<file path="src/rtl/c1pdn_regs.vh">
// register map, field layout, reset values and timing counts of the standalone node
`ifndef C1PDN_REGS_VH
`define C1PDN_REGS_VH
`define C1PDN_OFS_SCR 8'h00
`define C1PDN_OFS_CTRL 8'h04
`define C1PDN_OFS_MASK 8'h08
`define C1PDN_OFS_FDATA 8'h0C
`define C1PDN_OFS_STAT 8'h10
`define C1PDN_SEL_SCR 3'd0
`define C1PDN_SEL_CTRL 3'd1
`define C1PDN_SEL_MASK 3'd2
`define C1PDN_SEL_FDATA 3'd3
`define C1PDN_SEL_STAT 3'd4
`define C1PDN_SEL_NONE 3'd7
`define C1PDN_CTRL_SWAP 0
`define C1PDN_CTRL_FORCE 1
`define C1PDN_CTRL_STANDALONE 2
`define C1PDN_CTRL_RESET 16'h0004
`define C1PDN_SCR_TOP_RESET 4'h0
`define C1PDN_SCR_LOW_RESET 8'h43
`define C1PDN_RESP_OKAY 2'b00
`define C1PDN_RESP_SLVERR 2'b10
`define C1PDN_STATUS_FCODE 4'hF
`define C1PDN_PD_FCODE_MAX 4'h4
`define C1PDN_GROUP_FCODE 4'h4
`define C1PDN_DEVICE_TYPE 4'hF
`define C1PDN_PORT_SYNC 4'hF
`define C1PDN_ACC_LIMIT 64
`define C1PDN_CLK_NS 10
`define C1PDN_STROBE_NS 125
`define C1PDN_STROBE_CYC ((`C1PDN_STROBE_NS + `C1PDN_CLK_NS - 1) / `C1PDN_CLK_NS)
`endif

</file>
<file path="src/rtl/c1pdn_bus_mux.v">
// internal bus multiplexer: byte swap and word forcing network
`timescale 1ns/100ps
`default_nettype none
module c1pdn_bus_mux (
  // word in and steering
  input wire [15:0] din,
  input wire swap,
  input wire [15:0] mask,
  input wire [15:0] force_data,
  // word out
  output wire [15:0] dout
);
  wire [15:0] swapped;
  assign swapped = swap ? {din[7:0], din[15:8]} : din; // [RQ3]
  // a set mask bit replaces the data bit by the force bit
  assign dout = (swapped & ~mask) | (force_data & mask); // [RQ2]
endmodule // c1pdn_bus_mux
`default_nettype wire

</file>
<file path="src/rtl/c1pdn_node.v">
// standalone process-data node: port engine, status report, peripheral bus, register slave
//
// Summary of operation
// RQ1: buffer enables held high, direction held low
// RQ2: forcing applies mask and data word-wise
// RQ3: multiplexer can swap word bytes
// RQ4: sixteen ports, codes 0-4, no forcing
// RQ5: code 15 answers self-made status word
// RQ6: low four node address bits forced zero
// RQ7: erroneous reception skips all peripheral writes
// RQ8: match address 11..4, port from 3..0
// RQ9: port 15 reception pulses strobe 125 ns
// RQ10: codes 1-4 merge 2,4,8,16 ports
// RQ11: master sends only group-aligned port addresses
// RQ12: ports 0-7 source, 8-15 sink, code 4 all source
// RQ13: no error, timeout, ack or page bits
// RQ14: process-data control word from frame code
// RQ15: status control word: ones, source, one word
// RQ16: status word layout of type, flags, pins
// RQ17: active-line flag from decoder after switch
// RQ18: disturbed flag captured before it is cleared
// RQ19: timeout and waitstates from pins, rest zero
// RQ20: operating level starts at three
// RQ21: decoded active-low selects, upper address high
// RQ22: not-ready direct, other pins latched until report
// RQ23: waitstates 0-3, ready extends to 64 cycles
// RQ24: single clock, synchronous reset clears flags, strobe
`timescale 1ns/100ps
`default_nettype none
`include "c1pdn_regs.vh"
module c1pdn_node #(
  parameter ACC_LIMIT = `C1PDN_ACC_LIMIT
) (
  // clock and reset
  input wire aclk,
  input wire aresetn,
  // register bus
  input wire [7:0] s_axi_awaddr,
  input wire s_axi_awvalid,
  output reg s_axi_awready,
  input wire [31:0] s_axi_wdata,
  input wire [3:0] s_axi_wstrb,
  input wire s_axi_wvalid,
  output reg s_axi_wready,
  output reg [1:0] s_axi_bresp,
  output reg s_axi_bvalid,
  input wire s_axi_bready,
  input wire [7:0] s_axi_araddr,
  input wire s_axi_arvalid,
  output reg s_axi_arready,
  output reg [31:0] s_axi_rdata,
  output reg [1:0] s_axi_rresp,
  output reg s_axi_rvalid,
  input wire s_axi_rready,
  // master frame and received data from the line decoder
  input wire mf_valid,
  input wire [3:0] mf_fcode,
  input wire [11:0] mf_addr,
  input wire rx_valid,
  input wire [15:0] rx_data,
  input wire rx_end,
  input wire rx_err,
  input wire active_line_flag,
  input wire line_disturbed_flag,
  output reg line_disturbed_clr,
  // slave frame words to the encoder
  output reg tx_valid,
  output reg [15:0] tx_data,
  output reg tx_last,
  output reg [15:0] port_control_word,
  // strap and user flag pins
  input wire [11:4] node_address_pins,
  input wire [1:0] waitstate_pins,
  input wire [1:0] reply_timeout_pins,
  input wire not_ready_pin,
  input wire extended_reply_pin,
  input wire node_disturbance_pin,
  input wire system_disturbance_pin,
  // peripheral bus
  output reg [15:0] cs_n,
  output reg [2:0] addr_hi_n,
  output reg rd_n,
  output reg wr_n,
  input wire memory_ready_n,
  input wire [15:0] pdata_in,
  output reg [15:0] pdata_out,
  output reg pdata_oe,
  output reg a_en_n,
  output reg d_en_n,
  output reg dir,
  output reg strobe_n
);
  localparam ST_IDLE = 3'd0;
  localparam ST_RX = 3'd1;
  localparam ST_ACC = 3'd2;
  localparam ST_GAP = 3'd3;
  localparam ST_TX = 3'd4;
  localparam integer ACC_NUM = ACC_LIMIT - 1;
  localparam integer STROBE_NUM = `C1PDN_STROBE_CYC;
  // counters are sized for the documented limits; cut on purpose
  localparam [6:0] ACC_LAST = ACC_NUM[6:0];
  localparam [3:0] STROBE_CYC = STROBE_NUM[3:0];

  function [2:0] reg_sel;
    input [7:0] a;
    begin
      case (a)
        `C1PDN_OFS_SCR: reg_sel = `C1PDN_SEL_SCR;
        `C1PDN_OFS_CTRL: reg_sel = `C1PDN_SEL_CTRL;
        `C1PDN_OFS_MASK: reg_sel = `C1PDN_SEL_MASK;
        `C1PDN_OFS_FDATA: reg_sel = `C1PDN_SEL_FDATA;
        `C1PDN_OFS_STAT: reg_sel = `C1PDN_SEL_STAT;
        default: reg_sel = `C1PDN_SEL_NONE;
      endcase
    end
  endfunction

  function [15:0] merge;
    input [15:0] old;
    input [15:0] d;
    input [1:0] strb;
    begin
      merge = {strb[1] ? d[15:8] : old[15:8], strb[0] ? d[7:0] : old[7:0]};
    end
  endfunction

  // two-stage synchronisers for every pin
  reg [33:0] sync1_reg;
  reg [33:0] sync2_reg;
  wire [15:0] pdata_s = sync2_reg[15:0];
  wire ready_n_s = sync2_reg[16];
  wire [7:0] naddr_s = sync2_reg[24:17];
  wire [1:0] ws_s = sync2_reg[26:25];
  wire [1:0] tmo_s = sync2_reg[28:27];
  wire dnr_s = sync2_reg[29];
  wire erd_s = sync2_reg[30];
  wire sdd_s = sync2_reg[31];
  wire ssd_s = sync2_reg[32];

  reg [15:0] scr_reg;
  reg scr_loaded_reg;
  reg [15:0] ctrl_reg;
  reg [15:0] mask_reg;
  reg [15:0] fdata_reg;
  reg [15:0] status_word_reg;
  reg erd_l_reg;
  reg sdd_l_reg;
  reg ssd_l_reg;
  reg flags_clr_reg;
  reg [2:0] state_reg;
  reg [3:0] base_reg;
  reg [4:0] nwords_reg;
  reg [4:0] idx_reg;
  reg src_reg;
  reg [6:0] cnt_reg;
  reg [3:0] strobe_cnt_reg;
  reg [15:0] buf_mem [0:15];
  reg [7:0] awaddr_reg;
  reg aw_have_reg;
  reg [31:0] wdata_reg;
  reg [3:0] wstrb_reg;
  reg w_have_reg;

  wire [11:0] node_address = {naddr_s, 4'h0}; // [RQ6]
  wire addr_match = (mf_addr[11:4] == node_address[11:4]); // [RQ8]
  wire [4:0] mf_n = 5'd1 << mf_fcode[2:0]; // [RQ10]
  wire [3:0] mf_base = mf_addr[3:0] & ~(mf_n[3:0] - 4'd1);
  wire mf_src = (mf_fcode == `C1PDN_GROUP_FCODE) || !mf_base[3]; // [RQ12]
  wire [1:0] ws_cfg = scr_reg[9:8];
  wire [3:0] cur_port = base_reg + idx_reg[3:0];
  wire acc_done = (cnt_reg >= {5'd0, ws_cfg}) && (!ready_n_s || cnt_reg == ACC_LAST); // [RQ23]
  wire last_word = (idx_reg + 5'd1 == nwords_reg);
  // standalone ignores the force registers
  wire force_on = ctrl_reg[`C1PDN_CTRL_FORCE] && !ctrl_reg[`C1PDN_CTRL_STANDALONE]; // [RQ4]
  wire [15:0] mux_in = (state_reg == ST_ACC) ? pdata_s : rx_data;
  wire [15:0] mux_out;
  // status word: type, reserved, line flags, latched and direct pins
  wire [15:0] status_word = {`C1PDN_DEVICE_TYPE, 4'h0, active_line_flag, // [RQ16] [RQ17]
    line_disturbed_flag, ssd_l_reg, sdd_l_reg, erd_l_reg, 1'b0, dnr_s, 1'b0}; // [RQ18]

  c1pdn_bus_mux u_mux (
    .din(mux_in),
    .swap(ctrl_reg[`C1PDN_CTRL_SWAP]),
    .mask(force_on ? mask_reg : 16'h0000),
    .force_data(fdata_reg),
    .dout(mux_out)
  );

  always @(posedge aclk) begin
    sync1_reg <= {1'b0, system_disturbance_pin, node_disturbance_pin, extended_reply_pin,
      not_ready_pin, reply_timeout_pins, waitstate_pins, node_address_pins,
      memory_ready_n, pdata_in};
    sync2_reg <= sync1_reg;
  end

  // timeout and waitstate straps are taken once, on the first clock after reset is released
  always @(posedge aclk) begin
    if (!aresetn) begin
      scr_reg <= {`C1PDN_SCR_TOP_RESET, 4'h0, `C1PDN_SCR_LOW_RESET}; // [RQ20]
      scr_loaded_reg <= 1'b0;
    end else if (!scr_loaded_reg) begin
      scr_loaded_reg <= 1'b1;
      // mask, quiet and master capable stay zero
      scr_reg <= {`C1PDN_SCR_TOP_RESET, tmo_s, ws_s, `C1PDN_SCR_LOW_RESET}; // [RQ19]
    end
  end

  // latched user flags, set wins over clear
  always @(posedge aclk) begin
    if (!aresetn) begin
      erd_l_reg <= 1'b0; // [RQ24]
      sdd_l_reg <= 1'b0;
      ssd_l_reg <= 1'b0;
    end else begin
      erd_l_reg <= (erd_l_reg & ~flags_clr_reg) | erd_s; // [RQ22]
      sdd_l_reg <= (sdd_l_reg & ~flags_clr_reg) | sdd_s;
      ssd_l_reg <= (ssd_l_reg & ~flags_clr_reg) | ssd_s;
    end
  end

  task start_acc;
    input [3:0] port;
    begin
      cs_n <= ~(16'h0001 << port); // [RQ21]
      rd_n <= ~src_reg;
      wr_n <= src_reg;
      pdata_oe <= !src_reg;
      pdata_out <= buf_mem[port - base_reg];
      cnt_reg <= 7'd0;
      state_reg <= ST_ACC;
    end
  endtask

  always @(posedge aclk) begin
    if (!aresetn) begin
      state_reg <= ST_IDLE;
      base_reg <= 4'h0;
      nwords_reg <= 5'd0;
      idx_reg <= 5'd0;
      src_reg <= 1'b0;
      cnt_reg <= 7'd0;
      strobe_cnt_reg <= 4'h0;
      strobe_n <= 1'b1; // [RQ24]
      cs_n <= 16'hFFFF;
      addr_hi_n <= 3'b111;
      rd_n <= 1'b1;
      wr_n <= 1'b1;
      pdata_out <= 16'h0000;
      pdata_oe <= 1'b0;
      a_en_n <= 1'b1;
      d_en_n <= 1'b1;
      dir <= 1'b0;
      tx_valid <= 1'b0;
      tx_data <= 16'h0000;
      tx_last <= 1'b0;
      port_control_word <= 16'h0000;
      status_word_reg <= 16'h0000;
      flags_clr_reg <= 1'b0;
      line_disturbed_clr <= 1'b0;
    end else begin
      a_en_n <= 1'b1; // [RQ1]
      d_en_n <= 1'b1;
      dir <= 1'b0;
      addr_hi_n <= 3'b111; // [RQ21]
      tx_valid <= 1'b0;
      tx_last <= 1'b0;
      flags_clr_reg <= 1'b0;
      line_disturbed_clr <= 1'b0;
      if (strobe_cnt_reg != 4'h0) begin
        strobe_cnt_reg <= strobe_cnt_reg - 4'h1;
        strobe_n <= (strobe_cnt_reg == 4'h1);
      end
      case (state_reg)
        ST_IDLE: begin
          if (mf_valid && mf_fcode == `C1PDN_STATUS_FCODE && mf_addr == node_address) begin
            // report sent at once; flags sampled before their clears land
            tx_valid <= 1'b1; // [RQ5]
            tx_data <= status_word; // [RQ18]
            tx_last <= 1'b1;
            status_word_reg <= status_word;
            port_control_word <= {`C1PDN_STATUS_FCODE, 12'h802}; // [RQ15]
            flags_clr_reg <= 1'b1; // [RQ22]
            line_disturbed_clr <= 1'b1; // [RQ18]
          end else if (mf_valid && addr_match && mf_fcode <= `C1PDN_PD_FCODE_MAX) begin
            // no error, ack or page bits exist in this word
            port_control_word <= {mf_fcode, mf_src, !mf_src, 10'h002}; // [RQ14] [RQ13]
            base_reg <= mf_base; // [RQ8]
            nwords_reg <= mf_n; // [RQ4]
            src_reg <= mf_src; // [RQ12]
            idx_reg <= 5'd0;
            if (mf_src) begin
              cs_n <= ~(16'h0001 << mf_base); // [RQ21]
              rd_n <= 1'b0;
              cnt_reg <= 7'd0;
              state_reg <= ST_ACC;
            end else begin
              state_reg <= ST_RX;
            end
          end
        end
        ST_RX: begin
          if (rx_valid && idx_reg < nwords_reg) begin
            buf_mem[idx_reg[3:0]] <= mux_out; // [RQ2]
            idx_reg <= idx_reg + 5'd1;
          end
          if (rx_end) begin
            idx_reg <= 5'd0;
            // bad or short frames leave peripherals untouched
            if (rx_err || idx_reg != nwords_reg)
              state_reg <= ST_IDLE; // [RQ7]
            else
              start_acc(base_reg);
          end
        end
        ST_ACC: begin
          cnt_reg <= cnt_reg + 7'd1;
          if (acc_done) begin
            if (src_reg)
              buf_mem[idx_reg[3:0]] <= mux_out;
            cs_n <= 16'hFFFF;
            rd_n <= 1'b1;
            wr_n <= 1'b1;
            pdata_oe <= 1'b0;
            state_reg <= ST_GAP;
          end
        end
        ST_GAP: begin
          if (!last_word) begin
            idx_reg <= idx_reg + 5'd1;
            start_acc(cur_port + 4'h1);
          end else if (src_reg) begin
            idx_reg <= 5'd0;
            state_reg <= ST_TX;
          end else begin
            if (cur_port == `C1PDN_PORT_SYNC) begin
              strobe_n <= 1'b0; // [RQ9]
              strobe_cnt_reg <= STROBE_CYC;
            end
            state_reg <= ST_IDLE;
          end
        end
        ST_TX: begin
          tx_valid <= 1'b1;
          tx_data <= buf_mem[idx_reg[3:0]];
          tx_last <= last_word;
          idx_reg <= idx_reg + 5'd1;
          if (last_word)
            state_reg <= ST_IDLE;
        end
        default: state_reg <= ST_IDLE;
      endcase
    end
  end

  // register slave: address and data taken in either order
  always @(posedge aclk) begin
    if (!aresetn) begin
      s_axi_awready <= 1'b0;
      s_axi_wready <= 1'b0;
      s_axi_bvalid <= 1'b0;
      s_axi_bresp <= `C1PDN_RESP_OKAY;
      s_axi_arready <= 1'b0;
      s_axi_rvalid <= 1'b0;
      s_axi_rresp <= `C1PDN_RESP_OKAY;
      s_axi_rdata <= 32'h0000_0000;
      aw_have_reg <= 1'b0;
      w_have_reg <= 1'b0;
      awaddr_reg <= 8'h00;
      wdata_reg <= 32'h0000_0000;
      wstrb_reg <= 4'h0;
      ctrl_reg <= `C1PDN_CTRL_RESET;
      mask_reg <= 16'h0000;
      fdata_reg <= 16'h0000;
    end else begin
      s_axi_awready <= !aw_have_reg && !s_axi_awready && !s_axi_bvalid;
      s_axi_wready <= !w_have_reg && !s_axi_wready && !s_axi_bvalid;
      if (s_axi_awvalid && s_axi_awready) begin
        aw_have_reg <= 1'b1;
        awaddr_reg <= s_axi_awaddr;
        s_axi_awready <= 1'b0;
      end
      if (s_axi_wvalid && s_axi_wready) begin
        w_have_reg <= 1'b1;
        wdata_reg <= s_axi_wdata;
        wstrb_reg <= s_axi_wstrb;
        s_axi_wready <= 1'b0;
      end
      if (aw_have_reg && w_have_reg && !s_axi_bvalid) begin
        aw_have_reg <= 1'b0;
        w_have_reg <= 1'b0;
        s_axi_bvalid <= 1'b1;
        s_axi_bresp <= `C1PDN_RESP_OKAY;
        case (reg_sel(awaddr_reg))
          `C1PDN_SEL_CTRL: ctrl_reg <= merge(ctrl_reg, wdata_reg[15:0], wstrb_reg[1:0]) & 16'h0007;
          `C1PDN_SEL_MASK: mask_reg <= merge(mask_reg, wdata_reg[15:0], wstrb_reg[1:0]);
          `C1PDN_SEL_FDATA: fdata_reg <= merge(fdata_reg, wdata_reg[15:0], wstrb_reg[1:0]);
          `C1PDN_SEL_SCR, `C1PDN_SEL_STAT: s_axi_bresp <= `C1PDN_RESP_OKAY;
          default: s_axi_bresp <= `C1PDN_RESP_SLVERR;
        endcase
      end else if (s_axi_bvalid && s_axi_bready) begin
        s_axi_bvalid <= 1'b0;
      end
      s_axi_arready <= !s_axi_rvalid && !s_axi_arready;
      if (s_axi_arvalid && s_axi_arready) begin
        s_axi_arready <= 1'b0;
        s_axi_rvalid <= 1'b1;
        s_axi_rresp <= `C1PDN_RESP_OKAY;
        case (reg_sel(s_axi_araddr))
          `C1PDN_SEL_SCR: s_axi_rdata <= {16'h0000, scr_reg};
          `C1PDN_SEL_CTRL: s_axi_rdata <= {16'h0000, ctrl_reg};
          `C1PDN_SEL_MASK: s_axi_rdata <= {16'h0000, mask_reg};
          `C1PDN_SEL_FDATA: s_axi_rdata <= {16'h0000, fdata_reg};
          `C1PDN_SEL_STAT: s_axi_rdata <= {13'h0000, state_reg, status_word_reg};
          default: begin
            s_axi_rdata <= 32'h0000_0000;
            s_axi_rresp <= `C1PDN_RESP_SLVERR;
          end
        endcase
      end else if (s_axi_rvalid && s_axi_rready) begin
        s_axi_rvalid <= 1'b0;
      end
    end
  end
endmodule // c1pdn_node
`default_nettype wire

</file>
<file path="config.mk">
export PLATFORM = sky130hd
export DESIGN_NAME = c1pdn_node
export DESIGN_NICKNAME = d
export VERILOG_FILES = /design/src/rtl/c1pdn_bus_mux.v /design/src/rtl/c1pdn_node.v
export VERILOG_INCLUDE_DIRS = /design/src /design/src/rtl
export SDC_FILE = /design/constraint.sdc
export NUM_CORES = 1
export LEC_CHECK = 0
export BUFFER_PORTS_ARGS = -buffer_cell sky130_fd_sc_hd__clkbuf_2
export CAP_MARGIN = 20
export CORE_MARGIN = 2
export CORE_UTILIZATION = 38
export DETAILED_ROUTE_END_ITERATION = 8
export PLACE_DENSITY = 0.56
export SYNTH_ARGS = -nofsm -noshare
export SYNTH_HDL_FRONTEND = slang
export SYNTH_SLANG_ARGS = --single-unit
</file>
<file path="constraint.sdc">
create_clock -name aclk -period 6.4 [get_ports aclk]
set_input_delay 0.64 -clock aclk [delete_from_list [all_inputs] [get_ports aclk]]
set_output_delay 0.64 -clock aclk [all_outputs]
set_load 0.05 [all_outputs]
</file>
# After elaboration in Yosys (flattened, before gate mapping)
# Memory sizes are Yosys's and may differ from the RTL's. A register that Yosys moved wholly into a read port is not among the register bits.
# Index checks and enable logic that the tools add are counted.
dict set report totals {
  regBits 285
  ramBits 256
  in_bits 130
  output_inout_bits 118
  word_cells 289
  mem_count 1
}
dict set report classes {
  n_addsub 8
  n_lt_le_gt_ge 3
  n_eq_ne 40
  shifts 4
  muxes 99
  bitwise 20
  n_reduce_logical 70
}
# memory words width rd rd_ports_with_merged_regs write_ports line
set mem_list {}
lappend mem_list {buf_mem 16 16 3 1 1 c1pdn_node.v:157} ;# reg [15:0] buf_mem [0:15];
# op n
set ops {}
lappend ops {{2-to-1 mux 16 bit} 17}
lappend ops {{one-hot mux 19 bit (5 select lines)} 1}
lappend ops {{inverter 16 bit} 4}
lappend ops {{one-hot mux 16 bit (2 select lines)} 2}
lappend ops {{one-hot mux 16 bit (4 select lines)} 1}
lappend ops {{left shift 1 x 4 -> 16 bit (first input constant)} 3}
lappend ops {{one-hot mux 3 bit (5 select lines)} 3}
lappend ops {{2-to-1 mux 7 bit} 6}
lappend ops {{2-to-1 mux 1 bit} 34}
lappend ops {{2-to-1 mux 3 bit} 11}
lappend ops {{bitwise AND 16 bit} 2}
lappend ops {{== test 8 x 4 -> 1 bit (second input constant)} 4}
lappend ops {{2-to-1 mux 5 bit} 6}
lappend ops {{2-to-1 mux 4 bit} 7}
lappend ops {{one-hot mux 7 bit (4 select lines)} 1}
lappend ops {{one-hot mux 5 bit (4 select lines)} 1}
lappend ops {{logical AND 1 bit} 19}
lappend ops {{== test 3 x 2 -> 1 bit (second input constant)} 6}
lappend ops {{!= test 2 bit (second input constant)} 9}
lappend ops {{AND reduction 3 bit} 6}
lappend ops {{== test 8 x 3 -> 1 bit (second input constant)} 2}
lappend ops {{== test 8 x 5 -> 1 bit (second input constant)} 2}
lappend ops {{zero test 8 bit} 2}
lappend ops {{OR 16 bit} 1}
lappend ops {{other kinds (43)} 94}

# Logic depth before layout (Yosys ltp)
dict set report logic_depth {
  word_depth 10
  mapped_depth 14
}

# Modules after synthesis
# From an unflattened synthesis, not the netlist that was laid out.
dict set report unflattened {
  hier_cells 1885
  area_unflattened_um2 23441.2
}
# mod instances cells_per_inst area_each_um2
set modules_own_cells {}
lappend modules_own_cells {c1pdn_node 1 1835 23109.7}
lappend modules_own_cells {c1pdn_bus_mux 1 50 331.6}

# Worst setup path after synthesis
# Ideal clock, no wire load.
dict set report synth_timing {
  path_type {register -> register}
  startpoint {register base_reg[0]}
  endpoint {register pdata_out[5]}
  setup_time_ns 0.126
  t_arrival_ns 3.364
  required_ns 6.274
  setup_slack_ns 2.910
  path_stages_with_launch 12
  period_less_slack_ns 3.490
  path_cell_list {dfxtp_1 -> ha_1 -> fa_1 -> ha_1 -> xor2_1 -> ha_1 -> xnor2_1 -> buf_2 -> mux4_2 -> mux2i_1 -> mux2_2 -> o21ai_0}
}
dict set report synth_between {
  elab_chain_len 6
  word_cells_on_any_way 9
  classes_between {4 x add/sub; 4 x mux; 1 x memory}
}
# element line
set synth_rtl {}
lappend synth_rtl {{start, declared} c1pdn_node.v:151} ;# reg [3:0] base_reg;
lappend synth_rtl {{start signal, assigned} c1pdn_node.v:287} ;# base_reg <= mf_base;
lappend synth_rtl {{adder 4 bit} c1pdn_node.v:170} ;# wire [3:0] cur_port = base_reg + idx_reg[3:0];
lappend synth_rtl {{adder 4 x 1 -> 4 bit} c1pdn_node.v:330} ;# start_acc(cur_port + 4'h1);
lappend synth_rtl {{subtractor 4 bit} c1pdn_node.v:228} ;# pdata_out <= buf_mem[port - base_reg];
lappend synth_rtl {{memory (16 x 16 bit) *} -}
lappend synth_rtl {{2-to-1 mux 16 bit} c1pdn_node.v:328} ;# if (!last_word) begin
lappend synth_rtl {{one-hot mux 16 bit (2 select lines) *} c1pdn_node.v:273} ;# case (state_reg)
lappend synth_rtl {{end signal, assigned} c1pdn_node.v:248} ;# pdata_out <= 16'h0000;
lappend synth_rtl {{end, declared} c1pdn_node.v:86} ;# output reg [15:0] pdata_out,
# Every way passes the cells marked *; elsewhere a longest branch is shown, timed or not. The select of a mux whose other input is x is not followed.
# A chain may end at the register's enable or synchronous reset.

# Final worst setup path
dict set report layout_timing {
  startpoint {register base_reg[0]}
  endpoint {register pdata_out[1]}
}
# Same word-level chain as after synthesis.

==> metrics.txt <==
status=complete, no violations; PwrDens=approximately 270 mW/mm2; grt total ovfl=0; unrepaired setup endpoints after global routing=no; Vias per Instance=around 5.5; die area=about 0.063 mm2; Worst Setup Start Kind=flop; post-route ant nets=0; Post-CTS Hold Fix Bufs=0; WP data required=between 6 and 7 ns; initial core utilization=0.383; most common cell after layout, fill and taps aside=dfxtp_1; Reg clk slew, reported paths=~0.06 ns; Yosys warning count=0; global-route wire length before repair=between 90,000 and 100,000 um; Largest register FFs=256; Least-Margin Pin Slew=around 1.2 ns; setup TNS=0 ns; worst min-delay path category=primary input to flop; GR Util All Layers=0.207; Pre-Repair DR Iteration Count=5; highest-count cells in the layout ignoring fill and taps=dfxtp_1, edfxtp_1, clkbuf_2; worst clock skew=0.0153 ns; syn avg cell area=roughly 13 um2; number of synthesized flops with an enable pin=between 200 and 300; Post-CTS Setup Bufs=0; Yosys cell types=80; count of pins over their slew limit=0; DRC Markers=0; routed vias=~16,000; total wire length=between 60,000 and 70,000 um; Final Setup Violations=0; Clock Path Buffers=3; clk sinks=roughly 520; Mapped Area=about 0.023 mm2; CP Capture Type=flop; Power Total=0.00721 W; Num CTS Buffers=56; routed len/inst=about 23 um; Die H=250 um; DRT iter0 DRCs=1,317; Seq/Total Area, Yosys=0.564; boundary pin count=248; crit path DAT=5.14 ns; IR drop worst, VDD=slightly above 0.0002 V; area of the core=0.0601 mm2; Placed Area=0.0248 mm2; diode count=0; Final Hold Viols=0; crit path kind=flop to flop; CTS tree=yes; area grow syn2layout=16.2%; worst hold margin=about 0.12 ns; Core Rows=90; Detailed Place HPWL=roughly 43,000 um; Root Driver=clkbuf_16; antenna violations before repair=0; peak fanout along the critical path=32; flops & latches, synth=roughly 520; number of max-cap violations=0; Pleak=between 9 and 10 nW; clock latency on the worst-skew pair=just over 0.6 ns; number of global-route vias before repair=15,300; Slew headroom=0.215; Layout fillers=roughly 5,500; Synth async-reset ratio=0; top_reg_cell synth=dfxtp_1; chip width=~250 um; largest net degree at the start of global routing=70; post-CTS sizing=0; share of cells above drive strength 1=0.270; CTS H-tree lvls=2; Final Cycle Share=0.720; Layout Nets=2,163; maximum clock rate=approximately 220 MHz; Finished Cell Area=between 0.02 and 0.03 mm2; Place WS=1.86 ns; Port-buffer cells=199; Final min period=~4.6 ns; gpl congestion=between 0.8 and 0.9; Gate Count Post-Synth=about 1,800; crit path setup slack, layout=~1.8 ns
==> power by group <==
group	total (W)	internal, W	switching (W)
Clock	0.00331	0.00195	0.00136
Combinational	0.000330	0.000105	0.000225
Sequential	0.00358	0.00355	0.0000316
Total	0.00721	0.00560	0.00161
==> Yosys cell counts (4+ instances only) <==
library cell | instances | area share
buf_2 | 24 | 0.0052
a31oi_1 | 33 | 0.0090
nor3_1 | 23 | 0.0050
buf_6 | 7 | 0.0034
a32oi_1 | 4 | 0.0015
a21oi_1 | 116 | 0.025
o32ai_1 | 4 | 0.0015
a211oi_1 | 15 | 0.0049
nor2_1 | 152 | 0.025
nand3_1 | 24 | 0.0052
and3_1 | 5 | 0.0014
clkbuf_1 | 61 | 0.0099
nand2b_1 | 12 | 0.0033
o21ai_1 | 13 | 0.0028
mux2i_1 | 104 | 0.045
a22oi_1 | 11 | 0.0036
nor4_1 | 22 | 0.0060
nor2b_1 | 10 | 0.0027
xnor2_1 | 8 | 0.0030
nor3_2 | 4 | 0.0017
ha_1 | 26 | 0.014
o211a_1 | 4 | 0.0017
nand4_1 | 5 | 0.0014
and2_1 | 11 | 0.0030
buf_4 | 37 | 0.012
edfxtp_1 | 256 | 0.33
nand4b_1 | 4 | 0.0015
o22ai_1 | 7 | 0.0019
o311ai_0 | 5 | 0.0019
o21a_1 | 4 | 0.0013
o21ai_0 | 29 | 0.0063
xor2_1 | 14 | 0.0053
buf_1 | 8 | 0.0013
nand2_1 | 197 | 0.032
o211ai_1 | 14 | 0.0046
dfxtp_1 | 265 | 0.23
mux4_2 | 132 | 0.13
inv_1 | 25 | 0.0041
mux2_2 | 40 | 0.020
or3_1 | 8 | 0.0022
==> per-stage QoR <==
stage	instances	utilization
final	2834	0.445
after floorplan	1832	-
after global routing	2834	0.445
after CTS	2829	0.445
after detailed placement	2724	0.413
after global placement	2719	0.412
==> worst paths after layout <==
path	startpoint	end	slack [ns]	cells after the start
setup / recovery	base_reg[0]	pdata_out[1]	1.79	13
hold / removal	pdata_in[2]	sync1_reg[2]	0.12	1
setup reg to reg	base_reg[0]	pdata_out[1]	1.79	13
hold reg to reg	sync1_reg[8]	sync2_reg[8]	0.32	0
==> layer usage <==
layer | global-route usage | routed length, um | vias to the layer above
li1 | - | - | 7143
met1 | 0.279 | 28200 | 7789
met2 | 0.334 | 30800 | 659
met3 | 0.0482 | 5290 | 109
met4 | 0.0595 | 1700 | 0
met5 | 0 | 0 | -
==> cells by family after synthesis <==
kind of cell,after synthesis,share of synthesized area
DFF,521,0.564
and+or+nand+nor,496,0.0979
AOI/OAI and AO/OA,292,0.0809
muxes,276,0.194
buffers and inverters,164,0.0363
adders and majority gates,28,0.0159
xor gates and xnor gates,25,0.0112
other,2,0.000326
==> critical path, cell delays in order (launching register included) <==
cell	delay (ns)
dfxtp_1	0.73
ha_1	0.30
fa_1	0.52
ha_1	0.27
xor2_1	0.32
ha_1	0.35
a21oi_1	0.13
o21ai_0	0.11
xnor2_1	0.40
xnor2_4	0.15
buf_4	0.61
mux2i_1	0.16
mux2_2	0.29
o21ai_0	0.15
==> area by class of cell <==
class | count | area (um2) | share of cell area
multi-input cells | 1147 | 9380 | 0.350
clock inverters | 20 | 253 | 0.00944
clock buffers | 85 | 1650 | 0.0617
inverters | 27 | 104 | 0.00388
well taps | 782 | 978 | 0.0365
flip-flops and latches | 521 | 13000 | 0.486
repair buffers | 252 | 1410 | 0.0525
(Power assumes the default switching activity.)
